File: src/logic/uei_pkg.sv
// Package: register map, field layout, reset values and timing for the endpoint DMA interrupt block
package uei_pkg;
  localparam int UEI_AW = 8;
  localparam logic [7:0] UEI_OFF_OUT_TDONE = 8'h00;
  localparam logic [7:0] UEI_OFF_IN_TDONE = 8'h04;
  localparam logic [7:0] UEI_OFF_OUT_RLD = 8'h08;
  localparam logic [7:0] UEI_OFF_IN_RLD = 8'h0c;
  localparam logic [7:0] UEI_OFF_OUT_IE = 8'h10;
  localparam logic [7:0] UEI_OFF_IN_IE = 8'h14;
  localparam logic [7:0] UEI_OFF_GCTL = 8'h18;
  localparam logic [7:0] UEI_OFF_SRC = 8'h1c;
  localparam logic [7:0] UEI_OFF_ISTAT = 8'h20;
  localparam logic [7:0] UEI_OFF_IEN = 8'h24;
  localparam logic [7:0] UEI_OFF_ICLR = 8'h28;
  localparam int UEI_EP_LO = 1;
  localparam int UEI_EP_HI = 7;
  localparam int UEI_SRST_BIT = 0;
  localparam logic [7:0] UEI_FLAG_RST = 8'h00;
  localparam logic [7:0] UEI_IE_RST = 8'h00;
  localparam logic [1:0] UEI_ISTAT_RST = 2'h0;
  localparam int UEI_SRST_NS = 100;
  localparam int UEI_CLK_NS = 25;
  localparam int UEI_SRST_CYC = (UEI_SRST_NS + UEI_CLK_NS - 1) / UEI_CLK_NS;
  localparam logic [4:0] UEI_SRC_NONE = 5'h00;
  localparam logic [4:0] UEI_SRC_TDONE = 5'h10;
  localparam logic [4:0] UEI_SRC_RLD = 5'h18;
  typedef enum logic [1:0] {
    UEI_SR_IDLE = 2'b00,
    UEI_SR_HOLD = 2'b01
  } uei_sr_e;
endpackage

File: src/logic/uei_flag_bank.sv
// Sticky flag bank with write-one-clear and clear-on-source-read, one loop iteration per endpoint
`timescale 1ns/1ps
module uei_flag_bank
  import uei_pkg::*;
(
  input wire logic clk_sys,
  input wire logic rst,
  input wire logic soft_clr,
  input wire logic [7:0] set_evt,
  input wire logic [7:0] w1c,
  input wire logic [7:0] src_clr,
  output logic [7:0] flags
);
  logic [7:0] next_flags;
  always_comb begin
    next_flags = '0;
    for (int i = UEI_EP_LO; i <= UEI_EP_HI; i++) begin
      // RL1: set wins over write-one and source-read clears; soft clear wins over set
      next_flags[i] = set_evt[i] | (flags[i] & ~w1c[i] & ~src_clr[i]);
      if (soft_clr) begin
        next_flags[i] = 1'b0;
      end
    end
  end
  always_ff @(posedge clk_sys or posedge rst) begin
    if (rst) begin
      flags <= UEI_FLAG_RST;
    end else begin
      flags <= next_flags;
    end
  end
endmodule

File: src/logic/uei_soft_reset.sv
// Software reset sequencer: holds the module reset a fixed time then self-clears
`timescale 1ns/1ps
module uei_soft_reset
  import uei_pkg::*;
(
  input wire logic clk_sys,
  input wire logic rst,
  input wire logic start,
  output logic busy
);
  uei_sr_e state;
  uei_sr_e next_state;
  logic [7:0] cnt;
  logic [7:0] next_cnt;
  logic next_busy;
  always_comb begin
    next_state = state;
    next_cnt = cnt;
    next_busy = busy;
    case (state)
      UEI_SR_IDLE: begin
        if (start) begin
          next_state = UEI_SR_HOLD;
          next_cnt = 8'(UEI_SRST_CYC);
          next_busy = 1'b1;
        end
      end
      UEI_SR_HOLD: begin
        // RL14: self-clear when done
        if (cnt == 8'h01) begin
          next_state = UEI_SR_IDLE;
          next_busy = 1'b0;
        end
        next_cnt = cnt - 8'h01;
      end
      default: begin
        next_state = UEI_SR_IDLE;
      end
    endcase
  end
  always_ff @(posedge clk_sys or posedge rst) begin
    if (rst) begin
      state <= UEI_SR_IDLE;
      cnt <= 8'h00;
      busy <= 1'b0;
    end else begin
      state <= next_state;
      cnt <= next_cnt;
      busy <= next_busy;
    end
  end
endmodule

File: src/logic/uei_top.sv
// Endpoint DMA interrupt controller with software reset, APB register slave
//
// Notes on behaviour
// RL1: DMA reload completion sets reload flag
// RL2: Endpoints 7..1 in bits 7..1, OUT/IN
// RL3: Source-register read clears the named flag
// RL4: Write one clears flag, zero keeps
// RL5: Flag reads one while pending
// RL6: Software writes zeros to bits 15..8
// RL7: Software writes zero to bit 0
// RL8: One enable gates both endpoint requests; code has separate OUT and IN enables, each gating transfer and reload flags
// RL9: Enable one allows, zero blocks
// RL10: Disabled endpoint never requests
// RL11: Soft reset bit resets module only
// RL12: Transfer completion sets transfer flag
// RL13: Soft reset restores registers, module offline
// RL14: Soft reset bit self-clears when done
// RL15: Request when enabled and any flag
// RL16: Enables reset to zero
`timescale 1ns/1ps
module uei_top
  import uei_pkg::*;
(
  input wire logic clk_sys,
  input wire logic rst,
  input wire logic psel,
  input wire logic penable,
  input wire logic pwrite,
  input wire logic [31:0] paddr,
  input wire logic [31:0] pwdata,
  output logic [31:0] prdata,
  output logic pready,
  output logic pslverr,
  input wire logic [7:0] out_xfer_done,
  input wire logic [7:0] in_xfer_done,
  input wire logic [7:0] out_reload_done,
  input wire logic [7:0] in_reload_done,
  output logic [7:0] out_ep_irq,
  output logic [7:0] in_ep_irq,
  output logic usb_module_reset,
  output logic irq
);
  ////////////////////////////////////////////////////////////////////////////
  logic [7:0] out_tdone;
  logic [7:0] in_tdone;
  logic [7:0] out_rld;
  logic [7:0] in_rld;
  logic [7:0] out_dma_irq_enables;
  logic [7:0] in_dma_irq_enables;
  logic [7:0] next_out_ie;
  logic [7:0] next_in_ie;
  logic [1:0] istat;
  logic [1:0] ien;
  logic [1:0] next_istat;
  logic [1:0] next_ien;
  logic [31:0] next_prdata;
  logic next_pready;
  logic next_pslverr;
  logic [7:0] next_out_irq;
  logic [7:0] next_in_irq;
  logic next_irq;
  logic srst_busy;
  logic srst_start;
  logic wr_hit;
  logic rd_hit;
  logic addr_ok;
  logic wr_ok;
  logic rd_ok;
  logic [7:0] w1c_out_t;
  logic [7:0] w1c_in_t;
  logic [7:0] w1c_out_r;
  logic [7:0] w1c_in_r;
  logic [7:0] sc_out_t;
  logic [7:0] sc_in_t;
  logic [7:0] sc_out_r;
  logic [7:0] sc_in_r;
  logic [4:0] src_code;
  logic [7:0] wmask;
  logic [7:0] wb;
  wire logic [7:0] pend_out;
  wire logic [7:0] pend_in;

  // Access phase completes in two cycles; pready is registered so it lands one edge later
  assign wr_hit = psel & penable & pwrite & ~pready;
  assign rd_hit = psel & penable & ~pwrite & ~pready;
  // Bits above the map must be zero, else refused with no effect
  assign addr_ok = paddr[31:UEI_AW] == '0;
  assign wr_ok = wr_hit & addr_ok;
  assign rd_ok = rd_hit & addr_ok;
  // RL2: endpoints live in bits 7..1
  // RL6: upper and bit 0 ignored on write
  assign wmask = 8'hfe;
  assign wb = pwdata[7:0] & wmask;

  ////////////////////////////////////////////////////////////////////////////
  // RL8: one enable gates both flags
  // RL9: enable one allows, zero blocks
  for (genvar g = 0; g < 8; g++) begin : g_pend
    if (g >= UEI_EP_LO) begin : g_ep
      assign pend_out[g] = out_dma_irq_enables[g] & (out_tdone[g] | out_rld[g]);
      assign pend_in[g] = in_dma_irq_enables[g] & (in_tdone[g] | in_rld[g]);
    end else begin : g_none
      // Bit 0 has no endpoint, so its request is tied low
      assign pend_out[g] = 1'b0;
      assign pend_in[g] = 1'b0;
    end
  end

  // Source field: transfers before reloads, OUT before IN, lowest endpoint first
  // Kind in bits 4:3: 10 OUT transfer, 11 OUT reload, 01 IN transfer, 00 IN reload
  // Endpoint field is never zero, so IN reload codes stay apart from none
  always_comb begin
    src_code = UEI_SRC_NONE;
    for (int i = UEI_EP_HI; i >= UEI_EP_LO; i--) begin
      if (in_dma_irq_enables[i] & in_rld[i]) begin
        src_code = 5'(i);
      end
    end

    for (int i = UEI_EP_HI; i >= UEI_EP_LO; i--) begin
      if (out_dma_irq_enables[i] & out_rld[i]) begin
        src_code = UEI_SRC_RLD | 5'(i);
      end
    end

    for (int i = UEI_EP_HI; i >= UEI_EP_LO; i--) begin
      if (in_dma_irq_enables[i] & in_tdone[i]) begin
        src_code = 5'h08 | 5'(i);
      end
    end

    for (int i = UEI_EP_HI; i >= UEI_EP_LO; i--) begin
      if (out_dma_irq_enables[i] & out_tdone[i]) begin
        src_code = UEI_SRC_TDONE | 5'(i);
      end
    end
  end

  // RL3: reading the source register clears the named flag
  always_comb begin
    sc_out_t = '0;
    sc_in_t = '0;
    sc_out_r = '0;
    sc_in_r = '0;
    if (rd_ok && paddr[UEI_AW-1:0] == UEI_OFF_SRC && src_code != UEI_SRC_NONE) begin
      // Kind field picks the bank, endpoint field picks the bit
      if (src_code[4:3] == 2'b10) begin
        sc_out_t[src_code[2:0]] = 1'b1;
      end else if (src_code[4:3] == 2'b11) begin
        sc_out_r[src_code[2:0]] = 1'b1;
      end else if (src_code[4:3] == 2'b01) begin
        sc_in_t[src_code[2:0]] = 1'b1;
      end else begin
        sc_in_r[src_code[2:0]] = 1'b1;
      end
    end
  end

  // RL4: write one clears, zero keeps
  always_comb begin
    w1c_out_t = '0;
    w1c_in_t = '0;
    w1c_out_r = '0;
    w1c_in_r = '0;
    // Set still wins inside the flag bank if an event lands now
    if (wr_ok) begin
      if (paddr[UEI_AW-1:0] == UEI_OFF_OUT_TDONE) begin
        w1c_out_t = wb;
      end else if (paddr[UEI_AW-1:0] == UEI_OFF_IN_TDONE) begin
        w1c_in_t = wb;
      end else if (paddr[UEI_AW-1:0] == UEI_OFF_OUT_RLD) begin
        w1c_out_r = wb;
      end else if (paddr[UEI_AW-1:0] == UEI_OFF_IN_RLD) begin
        w1c_in_r = wb;
      end
    end
  end

  // RL11: soft reset only when idle
  // A write while the sequencer runs is dropped, not queued
  assign srst_start = wr_ok && paddr[UEI_AW-1:0] == UEI_OFF_GCTL && pwdata[UEI_SRST_BIT] && !srst_busy;

  ////////////////////////////////////////////////////////////////////////////
  // RL12: transfer completion flags
  uei_flag_bank u_out_t (.clk_sys(clk_sys), .rst(rst), .soft_clr(srst_busy), .set_evt(out_xfer_done & wmask),
    .w1c(w1c_out_t), .src_clr(sc_out_t), .flags(out_tdone));
  uei_flag_bank u_in_t (.clk_sys(clk_sys), .rst(rst), .soft_clr(srst_busy), .set_evt(in_xfer_done & wmask),
    .w1c(w1c_in_t), .src_clr(sc_in_t), .flags(in_tdone));
  // RL1: reload completion flags
  uei_flag_bank u_out_r (.clk_sys(clk_sys), .rst(rst), .soft_clr(srst_busy), .set_evt(out_reload_done & wmask),
    .w1c(w1c_out_r), .src_clr(sc_out_r), .flags(out_rld));
  uei_flag_bank u_in_r (.clk_sys(clk_sys), .rst(rst), .soft_clr(srst_busy), .set_evt(in_reload_done & wmask),
    .w1c(w1c_in_r), .src_clr(sc_in_r), .flags(in_rld));
  uei_soft_reset u_srst (.clk_sys(clk_sys), .rst(rst), .start(srst_start), .busy(srst_busy));

  ////////////////////////////////////////////////////////////////////////////
  always_comb begin
    next_out_ie = out_dma_irq_enables;
    next_in_ie = in_dma_irq_enables;
    next_ien = ien;
    next_istat = istat;
    // Events sticky; set wins over clear
    // Clear register is write-only, one bits clear status
    if (wr_ok && paddr[UEI_AW-1:0] == UEI_OFF_ICLR) begin
      next_istat = istat & ~pwdata[1:0];
    end
    next_istat[0] = next_istat[0] | (|(out_xfer_done & wmask)) | (|(in_xfer_done & wmask));
    next_istat[1] = next_istat[1] | (|(out_reload_done & wmask)) | (|(in_reload_done & wmask));
    if (wr_ok) begin
      if (paddr[UEI_AW-1:0] == UEI_OFF_OUT_IE) begin
        next_out_ie = wb;
      end else if (paddr[UEI_AW-1:0] == UEI_OFF_IN_IE) begin
        next_in_ie = wb;
      end else if (paddr[UEI_AW-1:0] == UEI_OFF_IEN) begin
        next_ien = pwdata[1:0];
      end
    end
    // RL13: soft reset restores defaults
    if (srst_busy) begin
      next_out_ie = UEI_IE_RST;
      next_in_ie = UEI_IE_RST;
      next_ien = UEI_ISTAT_RST;
      next_istat = UEI_ISTAT_RST;
    end
  end

  always_comb begin
    next_prdata = 32'h0000_0000;
    next_pslverr = 1'b0;
    next_pready = psel & penable & ~pready;
    // Refused accesses answer with zero data and change nothing
    if (rd_ok) begin
      // RL5: flags read as pending state
      if (paddr[UEI_AW-1:0] == UEI_OFF_OUT_TDONE) begin
        next_prdata = {24'h0, out_tdone};
      end else if (paddr[UEI_AW-1:0] == UEI_OFF_IN_TDONE) begin
        next_prdata = {24'h0, in_tdone};
      end else if (paddr[UEI_AW-1:0] == UEI_OFF_OUT_RLD) begin
        next_prdata = {24'h0, out_rld};
      end else if (paddr[UEI_AW-1:0] == UEI_OFF_IN_RLD) begin
        next_prdata = {24'h0, in_rld};
      end else if (paddr[UEI_AW-1:0] == UEI_OFF_OUT_IE) begin
        next_prdata = {24'h0, out_dma_irq_enables};
      end else if (paddr[UEI_AW-1:0] == UEI_OFF_IN_IE) begin
        next_prdata = {24'h0, in_dma_irq_enables};
      end else if (paddr[UEI_AW-1:0] == UEI_OFF_GCTL) begin
        next_prdata = {31'h0, srst_busy};
      end else if (paddr[UEI_AW-1:0] == UEI_OFF_SRC) begin
        next_prdata = {27'h0, src_code};
      end else if (paddr[UEI_AW-1:0] == UEI_OFF_ISTAT) begin
        next_prdata = {30'h0, istat};
      end else if (paddr[UEI_AW-1:0] == UEI_OFF_IEN) begin
        next_prdata = {30'h0, ien};
      end else if (paddr[UEI_AW-1:0] != UEI_OFF_ICLR) begin
        next_pslverr = 1'b1;
      end
    end else if (wr_ok) begin
      if (paddr[UEI_AW-1:0] > UEI_OFF_ICLR || paddr[UEI_AW-1:0] == UEI_OFF_SRC
          || paddr[UEI_AW-1:0] == UEI_OFF_ISTAT || paddr[1:0] != 2'b00) begin
        next_pslverr = 1'b1;
      end
    end
    if (paddr[31:UEI_AW] != '0 && (rd_hit || wr_hit)) begin
      next_pslverr = 1'b1;
    end
  end

  // RL15: request when enabled and flagged
  // RL10: disabled endpoint stays quiet
  assign next_out_irq = pend_out;
  assign next_in_irq = pend_in;
  assign next_irq = |(istat & ien);

  ////////////////////////////////////////////////////////////////////////////
  always_ff @(posedge clk_sys or posedge rst) begin
    if (rst) begin
      // RL16: enables clear at reset
      out_dma_irq_enables <= UEI_IE_RST;
      in_dma_irq_enables <= UEI_IE_RST;
      ien <= UEI_ISTAT_RST;
      istat <= UEI_ISTAT_RST;
      prdata <= 32'h0000_0000;
      pready <= 1'b0;
      pslverr <= 1'b0;
      out_ep_irq <= 8'h00;
      in_ep_irq <= 8'h00;
      irq <= 1'b0;
      usb_module_reset <= 1'b0;
    end else begin
      out_dma_irq_enables <= next_out_ie;
      in_dma_irq_enables <= next_in_ie;
      ien <= next_ien;
      istat <= next_istat;
      prdata <= next_prdata;
      pready <= next_pready;
      pslverr <= next_pslverr;
      out_ep_irq <= next_out_irq;
      in_ep_irq <= next_in_irq;
      irq <= next_irq;
      // RL11: module-only reset output
      usb_module_reset <= srst_busy;
    end
  end
endmodule

File: config.mk
export PLATFORM = sky130hd
export DESIGN_NAME = uei_top
export DESIGN_NICKNAME = d
export VERILOG_FILES = /design/src/logic/uei_pkg.sv /design/src/logic/uei_flag_bank.sv /design/src/logic/uei_soft_reset.sv /design/src/logic/uei_top.sv
export SDC_FILE = /design/constraint.sdc
export NUM_CORES = 1
export LEC_CHECK = 0
export ABC_AREA = 1
export BUFFER_PORTS_ARGS = -buffer_cell sky130_fd_sc_hd__buf_2
export CAP_MARGIN = 10
export CORE_MARGIN = 2
export CORE_UTILIZATION = 30
export DETAILED_ROUTE_END_ITERATION = 16
export GPL_ROUTABILITY_DRIVEN = 1
export SYNTH_ARGS = -nofsm -noshare
export SYNTH_HDL_FRONTEND = slang
export SYNTH_SLANG_ARGS = --single-unit
File: constraint.sdc
create_clock -name clk_sys -period 3.55 [get_ports clk_sys]
set_input_delay 0.71 -clock clk_sys [delete_from_list [all_inputs] [get_ports clk_sys]]
set_output_delay 0.71 -clock clk_sys [all_outputs]
set_load 0.005 [all_outputs]
==> key figures, run 1 <==
Critical path
  – R2R setup slack: 0.71 ns
  – Crit Path Category: flop to flop
  – Crit path top cell by count: nand2_1
  – Worst Path Buf+Inv: 3
  – Top cell family by delay on the critical path: simple AND/OR/NAND/NOR gates
  – Worst EP arrival: 3.11 ns
  – Crit-path max cell delay: 0.48 ns
  – CP max FO: 18
  – Crit-path slowest cell: nor4_1
  – Cells along the critical path: nand2_1, nand2_1, a21oi_1, nand2_1, nor4_1, inv_1, nor2_1, inv_1, nor2_1, inv_1, nand2_1, nand2_8, nand2_1, nand2_1, a21oi_1
  – Startpoint Class: flop
  – Required time worst endpoint: 3.82 ns
  – CP endpoint kind: flop

Floorplanning
  – Die footprint: 17570 sq um
  – # rows: 47
  – Die Y: 132.6 um
  – Total core area: 16350 sq um
  – Initial cell density of the core: 30.33%
  – Io pins: 153
  – Die X-Extent: 132.6 um

Power
  – Comb pwr share: 5.6%
  – Pwr Density: 332.4 nW/um^2
  – Internal power: 0.001504 W
  – Sw Pwr: 0.0004603 W
  – LEAKAGE: 3.158 nW
  – Final Total Pwr: 0.001965 W
  – Sequential Power Share: 47.1%
  – Clk pwr share: 47.3%
  – Peak VDD IR: 216.2 uV
  – Switch share: 23.43%

Global route
  – Pin count of the biggest net entering global routing: 29
  – Gr ovfl total: 0
  – Vias in the first global route: 4630
  – All-Layer GR Usage: 17.81%
  – Antenna violations before repair: 0
  – First-pass GRT wire length: 24.41 mm

Routing
  – DR vias: 4728
  – Residual DRC count: 0
  – Vias/cell: 4.704
  – First-pass DRT Iterations: 5
  – Final WL: 15.30 mm
  – ANT nets after route: 0
  – Initial drt markers: 348
  – Routed len/inst: 15.22 um

Timing
  – Final Cycle Share: 79.94%
  – Crit path time final: 2.838 ns
  – Setup Viol. Count Final: 0
  – Least-Margin Pin Slew: 0.9788 ns
  – Final Hold Fails: 0
  – Slew Limit Headroom: 34.75%
  – RSZ-0062 raised after global routing: no
  – Worst Skew: 0.005882 ns
  – Max Slew Vio Count: 0
  – Final setup TNS: 0 ns
  – Fmax: 0.3524 GHz

Clock network
  – TritonCTS clock tree: yes
  – Clock Tree Root: clkbuf_16
  – Clock sink count: 81
  – Clock insertion delay at the later pin of the skew report: 0.35 ns
  – CTS Hold Bufs: 0
  – CTS resizes: 0
  – H-tree levels: 3
  – Bufs on Longest Clock Path: 2
  – TritonCTS Buffers: 9
  – Setup repair bufs after CTS: 0
  – CTS clk-pin slew, worst paths: 0.06 ns

Synth
  – Asr flop ratio synth: 100.0%
  – Post-synth cell types: 43
  – Synth Area per Inst: 7.335 sq um
  – Post-synth top area cell: dfrtp_1
  – Number of flops mapped to enable cells by yosys: 0
  – Synth top area share: 40.88%
  – Cell area after synthesis: 4959 sq um
  – Top-count cell post-synth: nand2_1
  – Yosys warns: 0
  – #FFs+latches synth: 81
  – Synth top cells by count: nand2_1 (159), inv_1 (102), dfrtp_1 (81)
  – Ys flop type: dfrtp_1
  – Post-synthesis cell count: 676
  – Sequential-to-total area share from yosys stat: 40.88%
  – Area contributors post-synth: dfrtp_1 (41%), nand2_1 (12%), inv_1 (7.7%), nor2_1 (4.8%), a21oi_1 (4.2%)

Layout
  – Ant diodes: 0
  – P&R area growth vs syn: 19.20%
  – Fillers: 1836
  – Fin util: 36.15%
  – Layout cell share with drive strength beyond 1: 19.87%
  – Fin cells: 1005
  – Nets: 883

Place
  – Port bufs: 98
  – Final HPWL DP: 12.22 mm
  – Cells after DPL: 989
  – Routability congestion estimate: 0.9010

Flow run
  – Maxcap violations: 0

Outcome
  – Outcome: complete, no violations

Hold path
  – Hold Crit Class: input port to async pin
## sequential cells by signal, indices dropped and copies added, names as in the netlist
name / cells
pslverr: 1
ien: 2
pready: 1
u_out_r.flags: 7
u_srst.cnt: 8
in_ep_irq: 7
istat: 2
u_out_t.flags: 7
out_dma_irq_enables: 7
usb_module_reset: 1
prdata: 8
u_in_t.flags: 7
u_in_r.flags: 7
irq: 1
u_srst.busy: 1
in_dma_irq_enables: 7
out_ep_irq: 7
## cell usage in the layout, fill, tap and decap left out, types with 13 or more instances in the layout
master | Yosys | final
nor2_1 | 64 | 64
nand3_1 | 26 | 26
a21oi_1 | 42 | 42
conb_1 | 1 | 26
a31oi_1 | 22 | 22
dfrtp_1 | 81 | 81
buf_2 | 0 | 98
nand2_2 | 13 | 13
inv_1 | 102 | 101
nand2_1 | 159 | 159
o21ai_0 | 35 | 35
nand4_1 | 13 | 13
## final timing paths
check,startpoint,end,cells past startpoint
max,u_in_t.flags[2],u_out_r.flags[1],15
min,rst,prdata[1],2
max reg2reg,u_in_t.flags[2],u_out_r.flags[1],15
min reg2reg,u_srst.cnt[0],u_srst.cnt[0],1
max in group asynchronous,rst,u_in_r.flags[7],3
min in group clk_sys,u_srst.cnt[0],u_srst.cnt[0],1
## area by class of cell
| type | count | area [sq um] | area share [%] |
|---|---|---|---|
| repair buffers | 108 | 565.5 | 9.568 |
| inverters | 105 | 395.4 | 6.689 |
| clock inverters | 6 | 58.81 | 0.9949 |
| clock buffers | 10 | 229.0 | 3.874 |
| multi-input cells | 475 | 2360 | 39.92 |
| flip-flops and latches | 81 | 2027 | 34.29 |
| well taps | 220 | 275.3 | 4.657 |
## power groups by stage
stage / clock [W] / combinational [W] / sequential, W
2_1_floorplan: 0 / 0.0000640 / 0.000943
3_3_place_gp: 0 / 0.000112 / 0.000942
3_5_place_dp: 0 / 0.000112 / 0.000942
4_1_cts: 0.000949 / 0.000113 / 0.000925
5_1_grt: 0.000979 / 0.000126 / 0.000925
6_report: 0.000928 / 0.000111 / 0.000925
## layer usage
layer / global-route usage, % / vias up / part of all wire (%)
li1: - / 2375 / -
met1: 23.61 / 2172 / 45
met2: 29.36 / 161 / 48
met3: 3.065 / 20 / 5.6
met4: 6.272 / 0 / 1.9
met5: 0 / - / 0
## stage by stage
| stage | worst slack, ns | hold slack, ns | cell area [sq um] |
|---|---|---|---|
| 2_1_floorplan | 0.7599 | 0.4316 | 5052 |
| 3_3_place_gp | 0.3860 | 0.4989 | 5623 |
| 3_5_place_dp | 0.3493 | 0.5161 | 5623 |
| 4_1_cts | 0.7203 | 0.3694 | 5911 |
| 5_1_grt | 0.5039 | 0.3968 | 5911 |
| 6_report | 0.7121 | 0.3544 | 5911 |
## cells by family (layout without fill, tap and decap cells)
logic type | Yosys count | in the layout | share of synthesized area (%)
AND/OR/NAND/NOR | 302 | 302 | 27.00
AO/OA/AOI/OAI | 142 | 142 | 17.59
buffers and inverters | 145 | 229 | 13.42
XOR/XNOR | 3 | 3 | 0.5300
flip-flops | 81 | 81 | 40.88
adder cells (fa/ha/maj) | 2 | 2 | 0.5046
other | 1 | 26 | 0.07563
No activity file was read; power rests on OpenSTA's default activity.
==> run 2, diff against run 1 <==
clock period = 2.3 ns   (was 3.55 ns; I/O delays follow)
==> run 2 against run 1 <==
The flow now finishes with violations (negative setup slack). Via count is 10% higher. Critical path depth is 15 higher. Die area stayed put. Sequential cell count stayed put. Sequential share of layout area is 5.1 points lower. Clock skew is 0.0053 ns higher. Hold slack worse by 0.14 ns. Design area is 18% higher. Critical path type unchanged.
==> key figures, run 2 (synthesis results as in run 1) <==
Outcome
  – Outcome: finished with violations
  – Failing checks: negative setup slack

Clock network
  – H-tree levels: 3 (unchanged)
  – Clock sink count: 81 (unchanged)
  – CTS Hold Bufs: 0 (unchanged)
  – TritonCTS Buffers: 9 (unchanged)
  – Clock Tree Root: clkbuf_16
  – Bufs on Longest Clock Path: 2 (unchanged)
  – Clock insertion delay at the later pin of the skew report: 0.35 ns (about the same)
  – CTS clk-pin slew, worst paths: 0.06 ns (about the same)
  – TritonCTS clock tree: yes

Timing
  – PnR worst setup slack: -0.2554 ns (-0.9675 ns)
  – Final Cycle Share: 111.1% (+31 points)
  – Fmax: 0.3913 GHz (+11%)
  – Final Hold Fails: 0 (unchanged)
  – Min Hold Slack: 0.2144 ns (-0.1400 ns)
  – Least-Margin Pin Slew: 0.6476 ns (-0.3311 ns)
  – Setup Viol. Count Final: 29 (+29)
  – Max Slew Vio Count: 0 (unchanged)
  – Crit path time final: 2.555 ns (-0.2825 ns)
  – RSZ-0062 raised after global routing: yes
  – Slew Limit Headroom: 56.82% (+22 points)
  – Worst Skew: 0.01122 ns (+0.005339 ns)

Power
  – Pwr Density: 438.6 nW/um^2 (+32%)
  – LEAKAGE: 3.716 nW (+18%)
  – Peak VDD IR: 324.4 uV (+50%)

Routing
  – Residual DRC count: 0 (unchanged)
  – Initial drt markers: 417 (+20%)
  – Vias/cell: 4.708 (about the same)
  – ANT nets after route: 0 (unchanged)
  – First-pass DRT Iterations: 5 (unchanged)
  – Final WL: 16.75 mm (+9.5%)
  – Routed len/inst: 15.14 um (-0.51%)
  – DR vias: 5207 (+10%)

Layout
  – Nets: 984 (+11%)
  – Fin util: 42.51% (+6.4 points)
  – Layout cell share with drive strength beyond 1: 34.65% (+15 points)
  – Largest regs: prdata: 8 flops, u_srst.cnt: 8 flops
  – P&R area growth vs syn: 40.15%
  – Most frequent cells in the layout: nand2_1 (137), buf_4 (104), inv_1 (100)
  – Ant diodes: 0 (unchanged)
  – Commonest non-fill, non-tap cell in the layout: nand2_1
  – Fillers: 1742 (-5.1%)

Global route
  – Met2 Usage GRT: 30.80% (+1.4 points)
  – Vias in the first global route: 5097 (+10%)
  – Most used routing layer: met2
  – GR Layer Usage met3: 3.372% (+0.31 points)
  – Antenna violations before repair: 0 (unchanged)
  – GR met1 Demand/Resource: 25.56% (+2.0 points)
  – Gr ovfl total: 0 (unchanged)
  – Pin count of the biggest net entering global routing: 51 (+76%)
  – All-Layer GR Usage: 19.40% (+1.6 points)
  – First-pass GRT wire length: 26.45 mm (+8.4%)

Critical path
  – Worst R2R Start: u_in_r.flags[6]
  – Crit Path Category: flop to flop
  – Startpoint Class: flop
  – Crit-path max cell delay: 0.44 ns (-0.04 ns)
  – CP endpoint kind: flop
  – CP max FO: 6 (-12)
  – Crit path top cell by count: nand2_1
  – Worst EP arrival: 2.78 ns (-0.33 ns)
  – Required time worst endpoint: 2.52 ns (-1.30 ns)
  – Critical Path Start: u_in_r.flags[6]
  – Crit-path slowest cell: dfrtp_1

Place
  – Routability congestion estimate: 0.9311 (+3.3%)
  – Port bufs: 98 (unchanged)
  – Final HPWL DP: 13.20 mm (+8.0%)

Floorplanning
  – Total core area: 16350 sq um (unchanged)
  – Initial cell density of the core: 30.33% (unchanged)
  – Die footprint: 17570 sq um (unchanged)
  – # rows: 47 (unchanged)
  – Io pins: 153 (unchanged)
  – Die Y: 132.6 um (unchanged)
  – Die X-Extent: 132.6 um (unchanged)

Hold path
  – Hold Crit Class: input port to async pin

Flow run
  – Maxcap violations: 0 (unchanged)
-- run 2: cell count changes in the layout (fill, tap and decap cells not counted), moves of 8 or more --
cell / delta
buf_4: +94
nand2_1: -22
nand2_2: +17
a21oi_1: -8
a21oi_2: +8
o21ai_0: -8
-- run 2: timing repair --
| action | 4_1_cts | 5_1_grt |
|---|---|---|
| gates resized for setup | 31 | 35 |
| buffers inserted | 3 | 4 |
| gates cloned | 2 | 0 |
| pin swaps | 4 | 16 |
| endpoints found under the setup margin | 31 | 33 |
-- run 2: final timing paths --
path | end | slack, ns | cells after the start
max | u_out_r.flags[6] | -0.26 | 30
min | prdata[0] | 0.21 | 3
max reg2reg | u_out_r.flags[6] | -0.26 | 30
min reg2reg | u_srst.cnt[0] | 0.52 | 1
max in group asynchronous | in_ep_irq[2] | 1.55 | 3
min in group clk_sys | u_out_r.flags[6] | 0.35 | 3
-- run 2: stage by stage --
step | worst slack (ns) | total power, W | cells | setup TNS (ns) | cell area, sq um
6_report | -0.2554 | 0.003048 | 1106 | -5.451 | 6949
5_1_grt | -0.5135 | 0.003150 | 1106 | -14.02 | 6949
4_1_cts | -0.2074 | 0.003080 | 1102 | -4.920 | 6797
3_5_place_dp | -0.2934 | 0.001634 | 1081 | -7.173 | 6360
3_3_place_gp | -0.2751 | 0.001633 | 1081 | -6.830 | 6360
2_1_floorplan | -0.06155 | 0.001555 | 701 | -0.3246 | 5075
-- run 2: layer usage --
| layer | part of all wire, % | vias up |
|---|---|---|
| met2 | 46 | 209 |
| met4 | 3.7 | 0 |
| met1 | 44 | 2373 |
| met3 | 6.2 | 35 |
| met5 | 0 | - |
| li1 | - | 2590 |
-- run 2: cell type report --
| cell class | instances | area, sq um | area share [%] |
|---|---|---|---|
| multi-input cells | 477 | 2609 | 37.54 |
| flip-flops and latches | 81 | 2027 | 29.17 |
| repair buffers | 207 | 1345 | 19.36 |
| inverters | 105 | 399.1 | 5.744 |
| well taps | 220 | 275.3 | 3.961 |
| clock buffers | 9 | 225.2 | 3.241 |
| clock inverters | 7 | 68.82 | 0.9903 |
-- run 2: report_power, final --
| group | leakage [nW] | switching [W] | internal [W] |
|---|---|---|---|
| logic | 2.62 | 0.000114 | 0.0000655 |
| clock network | 0.142 | 0.000602 | 0.000838 |
| registers | 0.958 | 0.00000140 | 0.00143 |
| total | 3.72 | 0.000718 | 0.00233 |
-- run 2: critical path, delay by kind of cell (launching register included) --
kind	cells	cell delay, ns
compound gates	1	0.13
flops	1	0.44
simple gates	29	1.85
